===== config.mk =====
export PLATFORM = sky130hd
export DESIGN_NAME = prioritized_interrupt_controller
export DESIGN_NICKNAME = d
export VERILOG_FILES = /design/src/verilog/irq_ranker.sv /design/src/verilog/prioritized_interrupt_controller.sv
export SDC_FILE = /design/constraint.sdc
export NUM_CORES = 1
export LEC_CHECK = 0
export BUFFER_PORTS_ARGS = -buffer_cell sky130_fd_sc_hd__buf_2
export CAP_MARGIN = 20
export CORE_MARGIN = 3
export CORE_UTILIZATION = 48
export CTS_CLUSTER_DIAMETER = 40
export DETAILED_ROUTE_END_ITERATION = 8
export PLACE_DENSITY = 0.81
export SLEW_MARGIN = 20
export SYNTH_ARGS = -nofsm -noshare
export SYNTH_HDL_FRONTEND = slang
export SYNTH_SLANG_ARGS = --single-unit

===== constraint.sdc =====
create_clock -name sys_clk_in -period 4.4 [get_ports sys_clk_in]
set_input_delay 0.88 -clock sys_clk_in [delete_from_list [all_inputs] [get_ports sys_clk_in]]
set_output_delay 0.88 -clock sys_clk_in [all_outputs]
set_load 0.01 [all_outputs]

===== src/verilog/irq_ranker.sv =====
// Shared constants and the combinational ranking of pending sources.
// Assumes pending requests are already gated by their enables.
`default_nettype none

// ==========================================================================
// Constants
package irq_pkg;
   localparam int NUM_SRC = 16;
   localparam int IDX_W   = 4;

   // Register byte offsets
   localparam logic [7:0] OFS_CORE_EN  = 8'h00;
   localparam logic [7:0] OFS_CORE_PRI = 8'h04;
   localparam logic [7:0] OFS_EXT_EN   = 8'h08;
   localparam logic [7:0] OFS_EXT_PRI  = 8'h0C;
   localparam logic [7:0] OFS_STATUS   = 8'h10;
   localparam logic [7:0] OFS_MASK     = 8'h14;
   localparam logic [7:0] OFS_SERVICE  = 8'h18;

   // Source index in natural order
   localparam int SRC_PF     = 0;
   localparam int SRC_SERIAL = 5;
   localparam int SRC_AM     = 7;
   localparam int SRC_TW1    = 8;
   localparam int SRC_CONV   = 9;
   localparam int SRC_TW2    = 10;
   localparam int SRC_KB     = 11;
   localparam int SRC_PB1    = 12;
   localparam int SRC_KD     = 13;
   localparam int SRC_WD     = 14;
   localparam int SRC_PB2    = 15;
   localparam int CORE_SRCS  = 7;
   localparam int EXT_SRCS   = 8;

   // Field positions
   localparam int GLOBAL_EN_BIT = 7;
   localparam int SER_RX_BIT    = 0;
   localparam int SER_TX_BIT    = 1;
   localparam int WDC_WATCHDOG_PERIODIC_FLAG_BIT  = 3;
   localparam int WDC_PF_BIT    = 4;
   localparam int WDC_PFEN_BIT  = 5;
   localparam int TW_FLAG_BIT   = 4;
   localparam int CONV_EOC_BIT  = 6;
   localparam int BUF_FULL_BIT  = 1;
   localparam int ST_TAKEN      = 0;
   localparam int ST_PREEMPT    = 1;
   localparam int ST_BADRET     = 2;
   localparam int ST_W          = 3;

   // Vectors and levels
   localparam logic [7:0] VEC_BASE   = 8'h03;
   localparam logic [7:0] VEC_STEP   = 8'h08;
   localparam logic [7:0] VEC_PF     = 8'h33;
   localparam logic [7:0] VEC_SERIAL = 8'h23;
   localparam logic [3:0] VEC_GAP    = 4'h6;
   localparam logic [1:0] LVL_LOW    = 2'h0;
   localparam logic [1:0] LVL_HIGH   = 2'h1;
   localparam logic [1:0] LVL_PF     = 2'h2;

   // Vector slot 33h is taken by power fail, so later slots skip it
   function automatic logic [7:0] vector_of(input logic [IDX_W-1:0] idx);
      logic [7:0] slot;
      slot = {4'h0, idx};
      if (idx == IDX_W'(SRC_PF)) begin
         return VEC_PF;
      end
      if (idx <= VEC_GAP) begin
         slot = slot - 8'h01;
      end
      return 8'(VEC_BASE + 8'(VEC_STEP * slot));
   endfunction

   // Level now in service plus one; zero when idle
   function automatic logic [1:0] ceiling_of(input logic [2:0] is);
      if (is[2]) begin
         return 2'h3;
      end
      if (is[1]) begin
         return 2'h2;
      end
      return {1'b0, is[0]};
   endfunction
endpackage

// ==========================================================================
// Ranker
module irq_ranker #(
   parameter int NUM_SRC = 16,
   parameter int IDX_W   = 4
) (
   // Requests
   input  wire logic [NUM_SRC-1:0] pending_in,
   input  wire logic [NUM_SRC-1:0] high_in,
   // Winner
   output logic                    found_out,
   output logic [IDX_W-1:0]        index_out,
   output logic [1:0]              level_out
);
   always_comb begin
      logic [1:0] lv;
      lv        = irq_pkg::LVL_LOW;
      found_out = 1'b0;
      index_out = '0;
      level_out = irq_pkg::LVL_LOW;
      // Scan upward-to-downward so the lowest index wins a tie
      for (int i = NUM_SRC - 1; i >= 0; i--) begin
         if (i == irq_pkg::SRC_PF) begin
            lv = irq_pkg::LVL_PF;
         end else begin
            lv = high_in[i] ? irq_pkg::LVL_HIGH : irq_pkg::LVL_LOW;
         end
         if (pending_in[i] && (!found_out || lv >= level_out)) begin
            found_out = 1'b1;
            index_out = IDX_W'(i);
            level_out = lv;
         end
      end
   end
endmodule // irq_ranker

`default_nettype wire


===== src/verilog/prioritized_interrupt_controller.sv =====
// Sixteen-source prioritized interrupt controller with APB registers.
// Assumes flag inputs come from logic on sys_clk_in and that the core
// pulses ack only while irq_req_out is high.
`default_nettype none

// ==========================================================================
// Overview of operation
// - Sixteen sources arbitrated across three priority levels.
// - Enabled power-fail request outranks every other source.
// - Every other source is software set to high or low level.
// - Equal-level ties resolve by fixed natural order, power fail first.
// - Fixed vectors eight bytes apart, 03h to 7Bh; power fail 33h.
// - Serial port requests at 23h on transmit-done or receive-done.
// - Eight newer sources use extended enable/priority bits 0 to 7.
// - Each two-wire port requests from bit 4 of its control register.
// - Converter requests from end-of-conversion bit 6, extended bit 1.
// - Keyboard and power buffers request from buffer-full bit 1.
// - Watchdog periodic requests from control bit 3, extended bit 6.
// - Key detect requests on any of eight flags, extended bit 5.
module prioritized_interrupt_controller (
   // Clock and reset
   input  wire logic        sys_clk_in,
   input  wire logic        reset_in,
   // APB slave
   input  wire logic        psel_in,
   input  wire logic        penable_in,
   input  wire logic        pwrite_in,
   input  wire logic [7:0]  paddr_in,
   input  wire logic [31:0] pwdata_in,
   output logic [31:0]      prdata_out,
   output logic             pready_out,
   output logic             pslverr_out,
   // Source flags
   input  wire logic        ext_irq_zero_in,
   input  wire logic        timer_zero_overflow_in,
   input  wire logic        ext_irq_one_in,
   input  wire logic        timer_one_overflow_in,
   input  wire logic        timer_two_overflow_in,
   input  wire logic [7:0]  serial_control_reg_in,
   input  wire logic [7:0]  activity_monitor_flags_in,
   input  wire logic [7:0]  twowire_port1_ctrl_in,
   input  wire logic [7:0]  twowire_port2_ctrl_in,
   input  wire logic [7:0]  converter_control1_reg_in,
   input  wire logic [7:0]  keyboard_status_in,
   input  wire logic [7:0]  power_buffer1_status_in,
   input  wire logic [7:0]  power_buffer2_status_in,
   input  wire logic [7:0]  key_detect_flags_in,
   input  wire logic [7:0]  watchdog_control_reg_in,
   // Processor core
   input  wire logic        ack_in,
   input  wire logic        reti_in,
   output logic             irq_req_out,
   output logic [7:0]       vector_out,
   output logic [1:0]       level_out,
   // Controller events
   output logic             ctl_irq_out
);
   localparam int N = irq_pkg::NUM_SRC;
   localparam int W = irq_pkg::IDX_W;

   typedef struct packed {
      logic [7:0]              core_en;
      logic [6:0]              core_pri;
      logic [7:0]              ext_en;
      logic [7:0]              ext_pri;
      logic [irq_pkg::ST_W-1:0] status;
      logic [irq_pkg::ST_W-1:0] mask;
      logic [2:0]              in_service;
      logic                    req;
      logic [7:0]              vector;
      logic [1:0]              level;
      logic [W-1:0]            index;
      logic [31:0]             rdata;
      logic                    slverr;
   } state_t;

   state_t q;
   state_t next_q;

   logic [N-1:0] raw;
   logic [N-1:0] en_vec;
   logic [N-1:0] hi_vec;
   logic [N-1:0] pending;
   logic         win_found;
   logic [W-1:0] win_idx;
   logic [1:0]   win_lvl;

   // =======================================================================
   // Source gathering
   always_comb begin
      raw = '0;
      raw[irq_pkg::SRC_PF] =
         watchdog_control_reg_in[irq_pkg::WDC_PF_BIT];
      raw[1] = ext_irq_zero_in;
      raw[2] = timer_zero_overflow_in;
      raw[3] = ext_irq_one_in;
      raw[4] = timer_one_overflow_in;
      raw[irq_pkg::SRC_SERIAL] =
         serial_control_reg_in[irq_pkg::SER_TX_BIT] |
         serial_control_reg_in[irq_pkg::SER_RX_BIT];
      raw[6] = timer_two_overflow_in;
      raw[irq_pkg::SRC_AM]   = |activity_monitor_flags_in;
      raw[irq_pkg::SRC_TW1]  =
         twowire_port1_ctrl_in[irq_pkg::TW_FLAG_BIT];
      raw[irq_pkg::SRC_TW2]  =
         twowire_port2_ctrl_in[irq_pkg::TW_FLAG_BIT];
      raw[irq_pkg::SRC_CONV] =
         converter_control1_reg_in[irq_pkg::CONV_EOC_BIT];
      raw[irq_pkg::SRC_KB]   =
         keyboard_status_in[irq_pkg::BUF_FULL_BIT];
      raw[irq_pkg::SRC_PB1]  =
         power_buffer1_status_in[irq_pkg::BUF_FULL_BIT];
      raw[irq_pkg::SRC_PB2]  =
         power_buffer2_status_in[irq_pkg::BUF_FULL_BIT];
      raw[irq_pkg::SRC_KD]   = |key_detect_flags_in;
      raw[irq_pkg::SRC_WD]   =
         watchdog_control_reg_in[irq_pkg::WDC_WATCHDOG_PERIODIC_FLAG_BIT];
   end

   // Global enable gates only core sources 1 to 7; power fail has its own enable
   assign en_vec = {q.ext_en,
                    q.core_en[irq_pkg::CORE_SRCS-1:0]
                       & {irq_pkg::CORE_SRCS{q.core_en[7]}},
                    watchdog_control_reg_in[irq_pkg::WDC_PFEN_BIT]};
   assign hi_vec  = {q.ext_pri, q.core_pri, 1'b1};
   assign pending = raw & en_vec;

   irq_ranker #(
      .NUM_SRC (N),
      .IDX_W   (W)
   ) u_ranker (
      .pending_in (pending),
      .high_in    (hi_vec),
      .found_out  (win_found),
      .index_out  (win_idx),
      .level_out  (win_lvl)
   );

   // =======================================================================
   // Next state
   logic setup;
   logic wr;
   logic take;

   assign setup = psel_in & ~penable_in;
   assign wr    = psel_in & penable_in & pwrite_in;
   assign take  = ack_in & q.req;

   always_comb begin
      logic [irq_pkg::ST_W-1:0] set;
      logic [irq_pkg::ST_W-1:0] clr;
      set    = '0;
      clr    = '0;
      next_q = q;

      // Return retires the highest level in service
      if (reti_in) begin
         if (q.in_service == 3'h0) begin
            set[irq_pkg::ST_BADRET] = 1'b1;
         end else if (q.in_service[2]) begin
            next_q.in_service[2] = 1'b0;
         end else if (q.in_service[1]) begin
            next_q.in_service[1] = 1'b0;
         end else begin
            next_q.in_service[0] = 1'b0;
         end
      end
      if (take) begin
         next_q.in_service[q.level] = 1'b1;
         set[irq_pkg::ST_TAKEN] = 1'b1;
         set[irq_pkg::ST_PREEMPT] = (q.in_service != 3'h0);
      end

      // Built from the updated service state to avoid a double take
      next_q.req = win_found &&
         ((3'({1'b0, win_lvl}) + 3'h1) >
          {1'b0, irq_pkg::ceiling_of(next_q.in_service)});
      next_q.vector = irq_pkg::vector_of(win_idx);
      next_q.level  = win_lvl;
      next_q.index  = win_idx;

      if (wr) begin
         case (paddr_in)
            irq_pkg::OFS_CORE_EN:  next_q.core_en  = pwdata_in[7:0];
            irq_pkg::OFS_CORE_PRI: next_q.core_pri = pwdata_in[6:0];
            irq_pkg::OFS_EXT_EN:   next_q.ext_en   = pwdata_in[7:0];
            irq_pkg::OFS_EXT_PRI:  next_q.ext_pri  = pwdata_in[7:0];
            irq_pkg::OFS_STATUS:   clr = pwdata_in[irq_pkg::ST_W-1:0];
            irq_pkg::OFS_MASK:
               next_q.mask = pwdata_in[irq_pkg::ST_W-1:0];
            default: ;
         endcase
      end
      // A new event beats a clear in the same cycle
      next_q.status = (q.status & ~clr) | set;

      // Read data is prepared in setup and shown in the access cycle
      if (setup) begin
         next_q.slverr = 1'b0;
         case (paddr_in)
            irq_pkg::OFS_CORE_EN:  next_q.rdata = {24'h0, q.core_en};
            irq_pkg::OFS_CORE_PRI: next_q.rdata = {25'h0, q.core_pri};
            irq_pkg::OFS_EXT_EN:   next_q.rdata = {24'h0, q.ext_en};
            irq_pkg::OFS_EXT_PRI:  next_q.rdata = {24'h0, q.ext_pri};
            irq_pkg::OFS_STATUS:   next_q.rdata = {29'h0, q.status};
            irq_pkg::OFS_MASK:     next_q.rdata = {29'h0, q.mask};
            irq_pkg::OFS_SERVICE:
               next_q.rdata = {13'h0, q.in_service, q.vector,
                               5'h0, q.req, q.level};
            default: begin
               next_q.rdata  = 32'h0000_0000;
               next_q.slverr = 1'b1;
            end
         endcase
      end
   end

   // =======================================================================
   // State register
   always_ff @(posedge sys_clk_in) begin
      if (reset_in) begin
         q <= '0;
      end else begin
         q <= next_q;
      end
   end

   assign prdata_out  = q.rdata;
   assign pready_out  = 1'b1;
   assign pslverr_out = q.slverr & psel_in & penable_in;
   assign irq_req_out = q.req;
   assign vector_out  = q.vector;
   assign level_out   = q.level;
   assign ctl_irq_out = |(q.status & q.mask);

   localparam logic [1:0] LVL_LOW_C = irq_pkg::LVL_LOW;

   logic tie_lower;
   always_comb begin
      tie_lower = 1'b0;
      for (int i = 1; i < N; i++) begin
         if (i < int'(win_idx) && pending[i] &&
             {1'b0, hi_vec[i]} == win_lvl) begin
            tie_lower = 1'b1;
         end
      end
   end
endmodule // prioritized_interrupt_controller

`default_nettype wire


==> results of run 1 <==
==> sequential cells by signal (all words and copies together), names as in the netlist <==
name,count
en_vec,8
hi_vec,15
irq_req_out,1
level_out,2
prdata_out,17
q,18
vector_out,6
==> worst reg2reg max path, delay by kind of cell (launching register included) <==
| kind | cells | cell delay, ns |
|---|---|---|
| and+or+nand+nor | 4 | 1.25 |
| AOI/OAI and AO/OA | 6 | 1.02 |
| DFF | 1 | 0.45 |
| adders and majority gates | 1 | 0.25 |
==> worst max path at each step <==
stage                            startpoint             to  slack (ns)  cells past startpoint
6_report       activity_monitor_flags_in[5]  vector_out[5]        0.76                     12
5_1_grt              key_detect_flags_in[1]  vector_out[5]        0.56                     13
4_1_cts        activity_monitor_flags_in[5]  vector_out[5]        0.75                     12
3_5_place_dp         key_detect_flags_in[1]  vector_out[5]        0.37                     12
3_3_place_gp         key_detect_flags_in[1]  vector_out[5]        0.43                     12
2_1_floorplan        key_detect_flags_in[1]  vector_out[5]        0.70                     11
==> power by group through the flow <==
stage	Combinational (uW)	Clock (uW)	Sequential, uW
2_1_floorplan	53.6	0	627
3_3_place_gp	80.7	0	628
3_5_place_dp	82.7	0	628
4_1_cts	83.0	498	614
5_1_grt	93.4	534	614
6_report	84.4	492	614
==> logic make-up (layout without fill, tap and decap cells) <==
logic type	Yosys count	count (layout)	share of synthesized area [%]
xor gates and xnor gates	1	1	0.223
other	2	16	0.191
DFF	67	67	34.2
buffers and inverters	76	117	11.4
adders and majority gates	6	6	1.85
AOI/OAI and AO/OA	145	145	24.3
and+or+nand+nor	220	220	27.9
==> stage by stage <==
step | hold WS, ns | utilization [%] | power, uW | cells | setup WS, ns
floorplan | 0.432 | - | 681 | 531 | 0.705
global placement | 0.434 | 53.3 | 708 | 658 | 0.430
detailed placement | 0.444 | 53.3 | 710 | 658 | 0.373
CTS | 0.455 | 55.7 | 1200 | 674 | 0.752
global route | 0.480 | 55.7 | 1240 | 674 | 0.555
finish | 0.451 | 55.7 | 1190 | 674 | 0.758
==> routing by layer <==
layer,track usage [%],routed length [um],up-vias
li1,-,-,1940
met1,29.3,4320,1839
met2,38.3,5040,254
met3,6.20,1050,39
met4,10.2,345,0
met5,0,0,-
==> placed cells by master (no fill, tap or decap), types with 4 or more instances in the layout <==
cell      count
a21oi_1      75
a222oi_1      4
a22oi_1      19
a31oi_1       4
and2_1        5
and3_1       12
buf_2        83
buf_4         8
clkbuf_8      9
conb_1       16
dfxtp_1      67
ha_1          5
inv_1         9
nand2_1      70
nand3_1      61
nand4_1       5
nor2_1       26
nor3_1        9
nor4_1        4
o21ai_0       5
==> layout make-up <==
cell class	instances	area, um2
Timing Repair Buffer	91	475
Sequential cell	67	1340
Fill cell	755	3470
Tap cell	102	128
Clock inverter	5	53.8
Inverter	10	37.5
Multi-Input combinational cell	388	2210
Clock buffer	11	131
==> summary.md, run 1 <==
| Metric | Value |
|---|---|
| Status | completed |
| Initial Util | 50.0% |
| Final Max Tran Viols | 0 |
| Ys flop type | dfxtp_1 |
| Die H | 96.4 um |
| Sw frac | 24.4% |
| Die area | 9290 um2 |
| Startpoint types | input pin |
| Flop-to-flop setup slack | 1.29 ns |
| DRT Pass-1 Iters | 6 |
| Area grow syn2layout | 11.5% |
| Leak | 0.00174 uW |
| Dpl hpwl | 8050 um |
| Most common cell in the netlist | a21oi_1 |
| Data required, critical path | 4.61 ns |
| Clock Latency Late Sink | 0.35 ns |
| # setup viols final | 0 |
| Synth Register Bits | 67 |
| Vias in the first global route | 3,552 |
| Drt via density | 6.04 |
| Drt total wl | 10,700 um |
| Clock skew | 0.00888 ns |
| Tot GR Track Use | 23.5% |
| Switching pwr | 290 uW |
| Worst VDD drop | 0.209 mV |
| Comb pwr share | 7.1% |
| Routed Antenna Nets | 0 |
| Terminus of the critical flop-to-flop path | vector_out[5] |
| Hold_buf cts | 0 |
| CTS Buffer Depth | 2 |
| Std-Cell Rows | 32 |
| Post-Place Cell Area | 4190 um2 |
| Flop pwr share | 51.6% |
| Critical path's largest stage delay | 0.56 ns |
| Largest net degree at the start of global routing | 65 |
| Internal Pwr Total | 900 uW |
| Port bufs | 84 |
| Clock-pin slew on the worst setup and hold paths | 0.07 ns |
| Iteration-0 DRC count of the detailed router | 507 |
| PwrDens | 272 nW/um2 |
| FF-to-FF Start | q[87] |
| Final Hold Fails | 0 |
| Number of buffers created by CTS | 9 |
| Wire per inst | 15.9 um |
| Crit Path Category | input pin to flip-flop |
| Core area | 7850 um2 |
| Yosys top cell by area | dfxtp_1 |
| Critical path data arrival time | 3.85 ns |
| Hold Path End | prdata_out[13] |
| Post-synth EDFFs | 0 |
| GRT overflow | 0 |
| Clock power share | 41.3% |
| H-tree depth | 3 |
| Synthesized area per cell | 7.59 um2 |
| Crit. End Element | flip-flop |
| Critical-path cell list | buf_2 > or4_1 > o2111a_1 > or3b_1 > nor3_2 > o21bai_1 > o211a_1 > or2_1 > ha_1 > or2_2 > a21oi_1 > a311oi_1 |
| DR vias | 4,072 |
| First-pass GRT wire length | 16,900 um |
| Nets | 704 |
| Ys Warns | 0 |
| WP buf/inv | 1 |
| Post-synth top area share | 34.2% |
| Mapped Cells | 517 |
| Die X | 96.4 um |
| CTS Sinks | 67 |
| R2R depth | 11 |
| Post-CTS sizing | 0 |
| Placer Congestion | 0.915 |
| Worst slew pin tran | 0.851 ns |
| Remaining DRCs | 0 |
| Clock Tree Root | clkbuf_8 |
| Synthesized area | 3920 um2 |
| Commonest cells in the netlist | a21oi_1, nand2_1, dfxtp_1 |
| Post-synth cell types | 64 |
| Layout cell share with drive strength beyond 1 | 21.2% |
| Worst min-delay path class | flip-flop to flip-flop |
| Synth async-reset ratio | 0% |
| Min-delay src | prdata_out[13] |
| Antenna diodes | 0 |
| Rel. slew slack | 43.3% |
| Sum Neg Setup Slack | 0 ns |
| Max Clk Rate | 275 MHz |
| Top delay family on crit path | simple AND/OR/NAND/NOR gates |
| Boundary pin count | 178 |
| Final period util | 82.8% |
| Max_cap viols | 0 |
| RSZ-0062 raised after global routing | no |
| Worst Path Max Fanout | 5 |
| Min Tclk post-route | 3.64 ns |
| Largest cells by area after synthesis | dfxtp_1, a21oi_1, buf_4 |
| TritonCTS clock tree | built |
| Post-route cell area | 4370 um2 |
| Setup repair bufs after CTS | 0 |
| Sequential cell area fraction in the yosys report | 34.2% |
| Initial antenna violation count | 0 |
| CP max stage cell | or4_1 |
| Worst hold stages | 2 |
No activity file was read; power rests on OpenSTA's default activity.
==> run 2: changes to the inputs <==
clock period = 3.6 ns   (was 4.4 ns; I/O delays follow)
==> summary.md, run 2 (synthesized netlist as in run 1, its figures left out) <==
| Metric | Value |
|---|---|
| Antenna diodes | 0 (unchanged) |
| Vias in the first global route | 3,629 (+2.2%) |
| WL met2 | 5190 um (+3.0%) |
| Data required, critical path | 3.83 ns (-0.78 ns) |
| Remaining DRCs | 0 (unchanged) |
| Most frequent cells in the layout | buf_2, a21oi_1, nand2_1 |
| First-pass GRT wire length | 17,200 um (+1.6%) |
| Drt via density | 6.01 (-0.45%) |
| Routed Antenna Nets | 0 (unchanged) |
| Port bufs | 84 (unchanged) |
| CP max stage cell | or4_1 |
| Nets | 721 (+2.4%) |
| Drt total wl | 11,000 um (+2.7%) |
| Wire per inst | 16.0 um (+0.14%) |
| Sum Neg Setup Slack | 0 ns (unchanged) |
| Die X | 96.4 um (unchanged) |
| Clock Latency Late Sink | 0.34 ns (about the same) |
| # setup viols final | 0 (unchanged) |
| Layout cell share with drive strength beyond 1 | 23.8% (+2.6 points) |
| Rel. slew slack | 39.2% (-4.1 points) |
| Post-CTS sizing | 0 (unchanged) |
| Met3 WL | 1080 um (+2.7%) |
| Post-route met1 wirelength | 4320 um (about the same) |
| H-tree depth | 3 (unchanged) |
| Placer Congestion | 0.917 (+0.26%) |
| Crit. End Element | flip-flop |
| Max Clk Rate | 291 MHz |
| Dpl hpwl | 8260 um (+2.7%) |
| Max reg flops | 18 (unchanged) |
| Std-Cell Rows | 32 (unchanged) |
| Die area | 9290 um2 (unchanged) |
| Max layer used | met4 |
| Critical path's largest stage delay | 0.55 ns (about the same) |
| WP buf/inv | 4 (+3) |
| Core area | 7850 um2 (unchanged) |
| FF-to-FF Start | q[87] |
| Worst VDD drop | 0.336 mV (+61%) |
| DR vias | 4,156 (+2.1%) |
| Hold_buf cts | 0 (unchanged) |
| Initial Util | 50.0% (unchanged) |
| Clock skew | 0.00433 ns (-0.00455 ns) |
| Post-Place Cell Area | 4310 um2 (+3.0%) |
| Filler instances | 738 (-2.3%) |
| Final period util | 95.4% |
| Clock-pin slew on the worst setup and hold paths | 0.07 ns (about the same) |
| Min-delay src | prdata_out[17] |
| RSZ-0062 raised after global routing | no |
| Worst min-delay path class | flip-flop to flip-flop |
| Worst Path Max Fanout | 5 (unchanged) |
| Worst slew pin tran | 0.912 ns (+0.0609 ns) |
| Number of buffers created by CTS | 9 (unchanged) |
| Die H | 96.4 um (unchanged) |
| TritonCTS clock tree | built |
| Startpoint types | input pin |
| Final Hold Fails | 0 (unchanged) |
| Initial antenna violation count | 0 (unchanged) |
| Critical path data arrival time | 3.67 ns (-0.18 ns) |
| Iteration-0 DRC count of the detailed router | 360 (-29%) |
| CTS Sinks | 67 (unchanged) |
| Leading cell type in the layout, fill and taps excluded | buf_2 |
| Max_cap viols | 0 (unchanged) |
| Largest net degree at the start of global routing | 50 (-23%) |
| Post-route cell area | 4540 um2 (+3.8%) |
| PwrDens | 342 nW/um2 (+26%) |
| Footprint of the multi-input gates | 2210 um2 (unchanged) |
| Status | completed |
| Min Tclk post-route | 3.44 ns |
| CTS Buffer Depth | 2 (unchanged) |
| Setup repair bufs after CTS | 0 (unchanged) |
| GRT overflow | 0 (unchanged) |
| Crit Path Category | input pin to flip-flop |
| Leak | 0.00183 uW (+5.1%) |
| Final Max Tran Viols | 0 (unchanged) |
| Tot GR Track Use | 23.6% (+0.081 points) |
| Boundary pin count | 178 (unchanged) |
| Most flops, register | q |
| Setup crit start | key_detect_flags_in[1] |
| Top delay family on crit path | simple AND/OR/NAND/NOR gates |
| Clock Tree Root | clkbuf_8 |
| Reg area | 1340 um2 (unchanged) |
| Critical-path cell list | buf_2 > or4_1 > o211a_4 > buf_4 > nor3_1 > buf_4 > a221oi_2 > a211oi_1 > o211a_1 > or2_1 > ha_1 > inv_1 > o211a_1 > nor4_1 > and3b_1 |
| DRT Pass-1 Iters | 5 (-1) |
| Area grow syn2layout | 15.7% |
-- run 2: changes by cell type in the layout (fill, tap and decap cells not counted) --
cell,previous run,this run
buf_2,83,84
buf_4,8,24
bufinv_16,1,2
clkbuf_1,2,0
clkinv_2,3,1
clkbuf_8,9,10
clkinvlp_4,0,2
-- run 2: layout make-up --
class | instances | area share (%)
clock buffers | 10 | 3.03
clock inverters | 6 | 1.96
inverters | 10 | 0.827
multi-input cells | 388 | 48.6
flip-flops and latches | 67 | 29.5
well taps | 102 | 2.81
repair buffers | 108 | 13.2
-- run 2: worst reg2reg max path: cells and delay by family, from the launching register on --
kind,cells,cell delay [ns]
and+or+nand+nor,6,1.44
buffers and inverters,1,0.13
AOI/OAI and AO/OA,4,0.63
adders and majority gates,1,0.21
DFF,1,0.58
-- run 2: report_power, final --
group	total [uW]	internal, uW	switching [uW]
Clock	696	408	288
Combinational	105	36.9	68.1
Sequential	750	746	4.36
Total	1550	1190	360
-- run 2: worst paths after layout --
| kind | end | slack [ns] | cells past startpoint |
|---|---|---|---|
| max | vector_out[3] | 0.16 | 15 |
| min | prdata_out[17] | 0.45 | 2 |
| max reg2reg | vector_out[5] | 0.46 | 12 |
| min reg2reg | prdata_out[17] | 0.45 | 2 |
-- run 2: metrics by stage --
step / util, % / hold slack (ns) / power (uW) / worst slack, ns / std cells
floorplan: - / 0.432 / 832 / 0.0647 / 531
global placement: 55.0 / 0.434 / 867 / -0.108 / 675
detailed placement: 55.0 / 0.441 / 870 / -0.157 / 675
CTS: 57.9 / 0.451 / 1560 / 0.203 / 691
global route: 57.9 / 0.469 / 1610 / 0.0305 / 691
finish: 57.9 / 0.448 / 1550 / 0.165 / 691
-- run 2: layer usage --
metal | up-vias | global-route usage [%]
met5 | - | 0
met4 | 0 | 10.6
met3 | 47 | 5.96
met2 | 239 | 38.8
met1 | 1901 | 29.1
li1 | 1969 | -
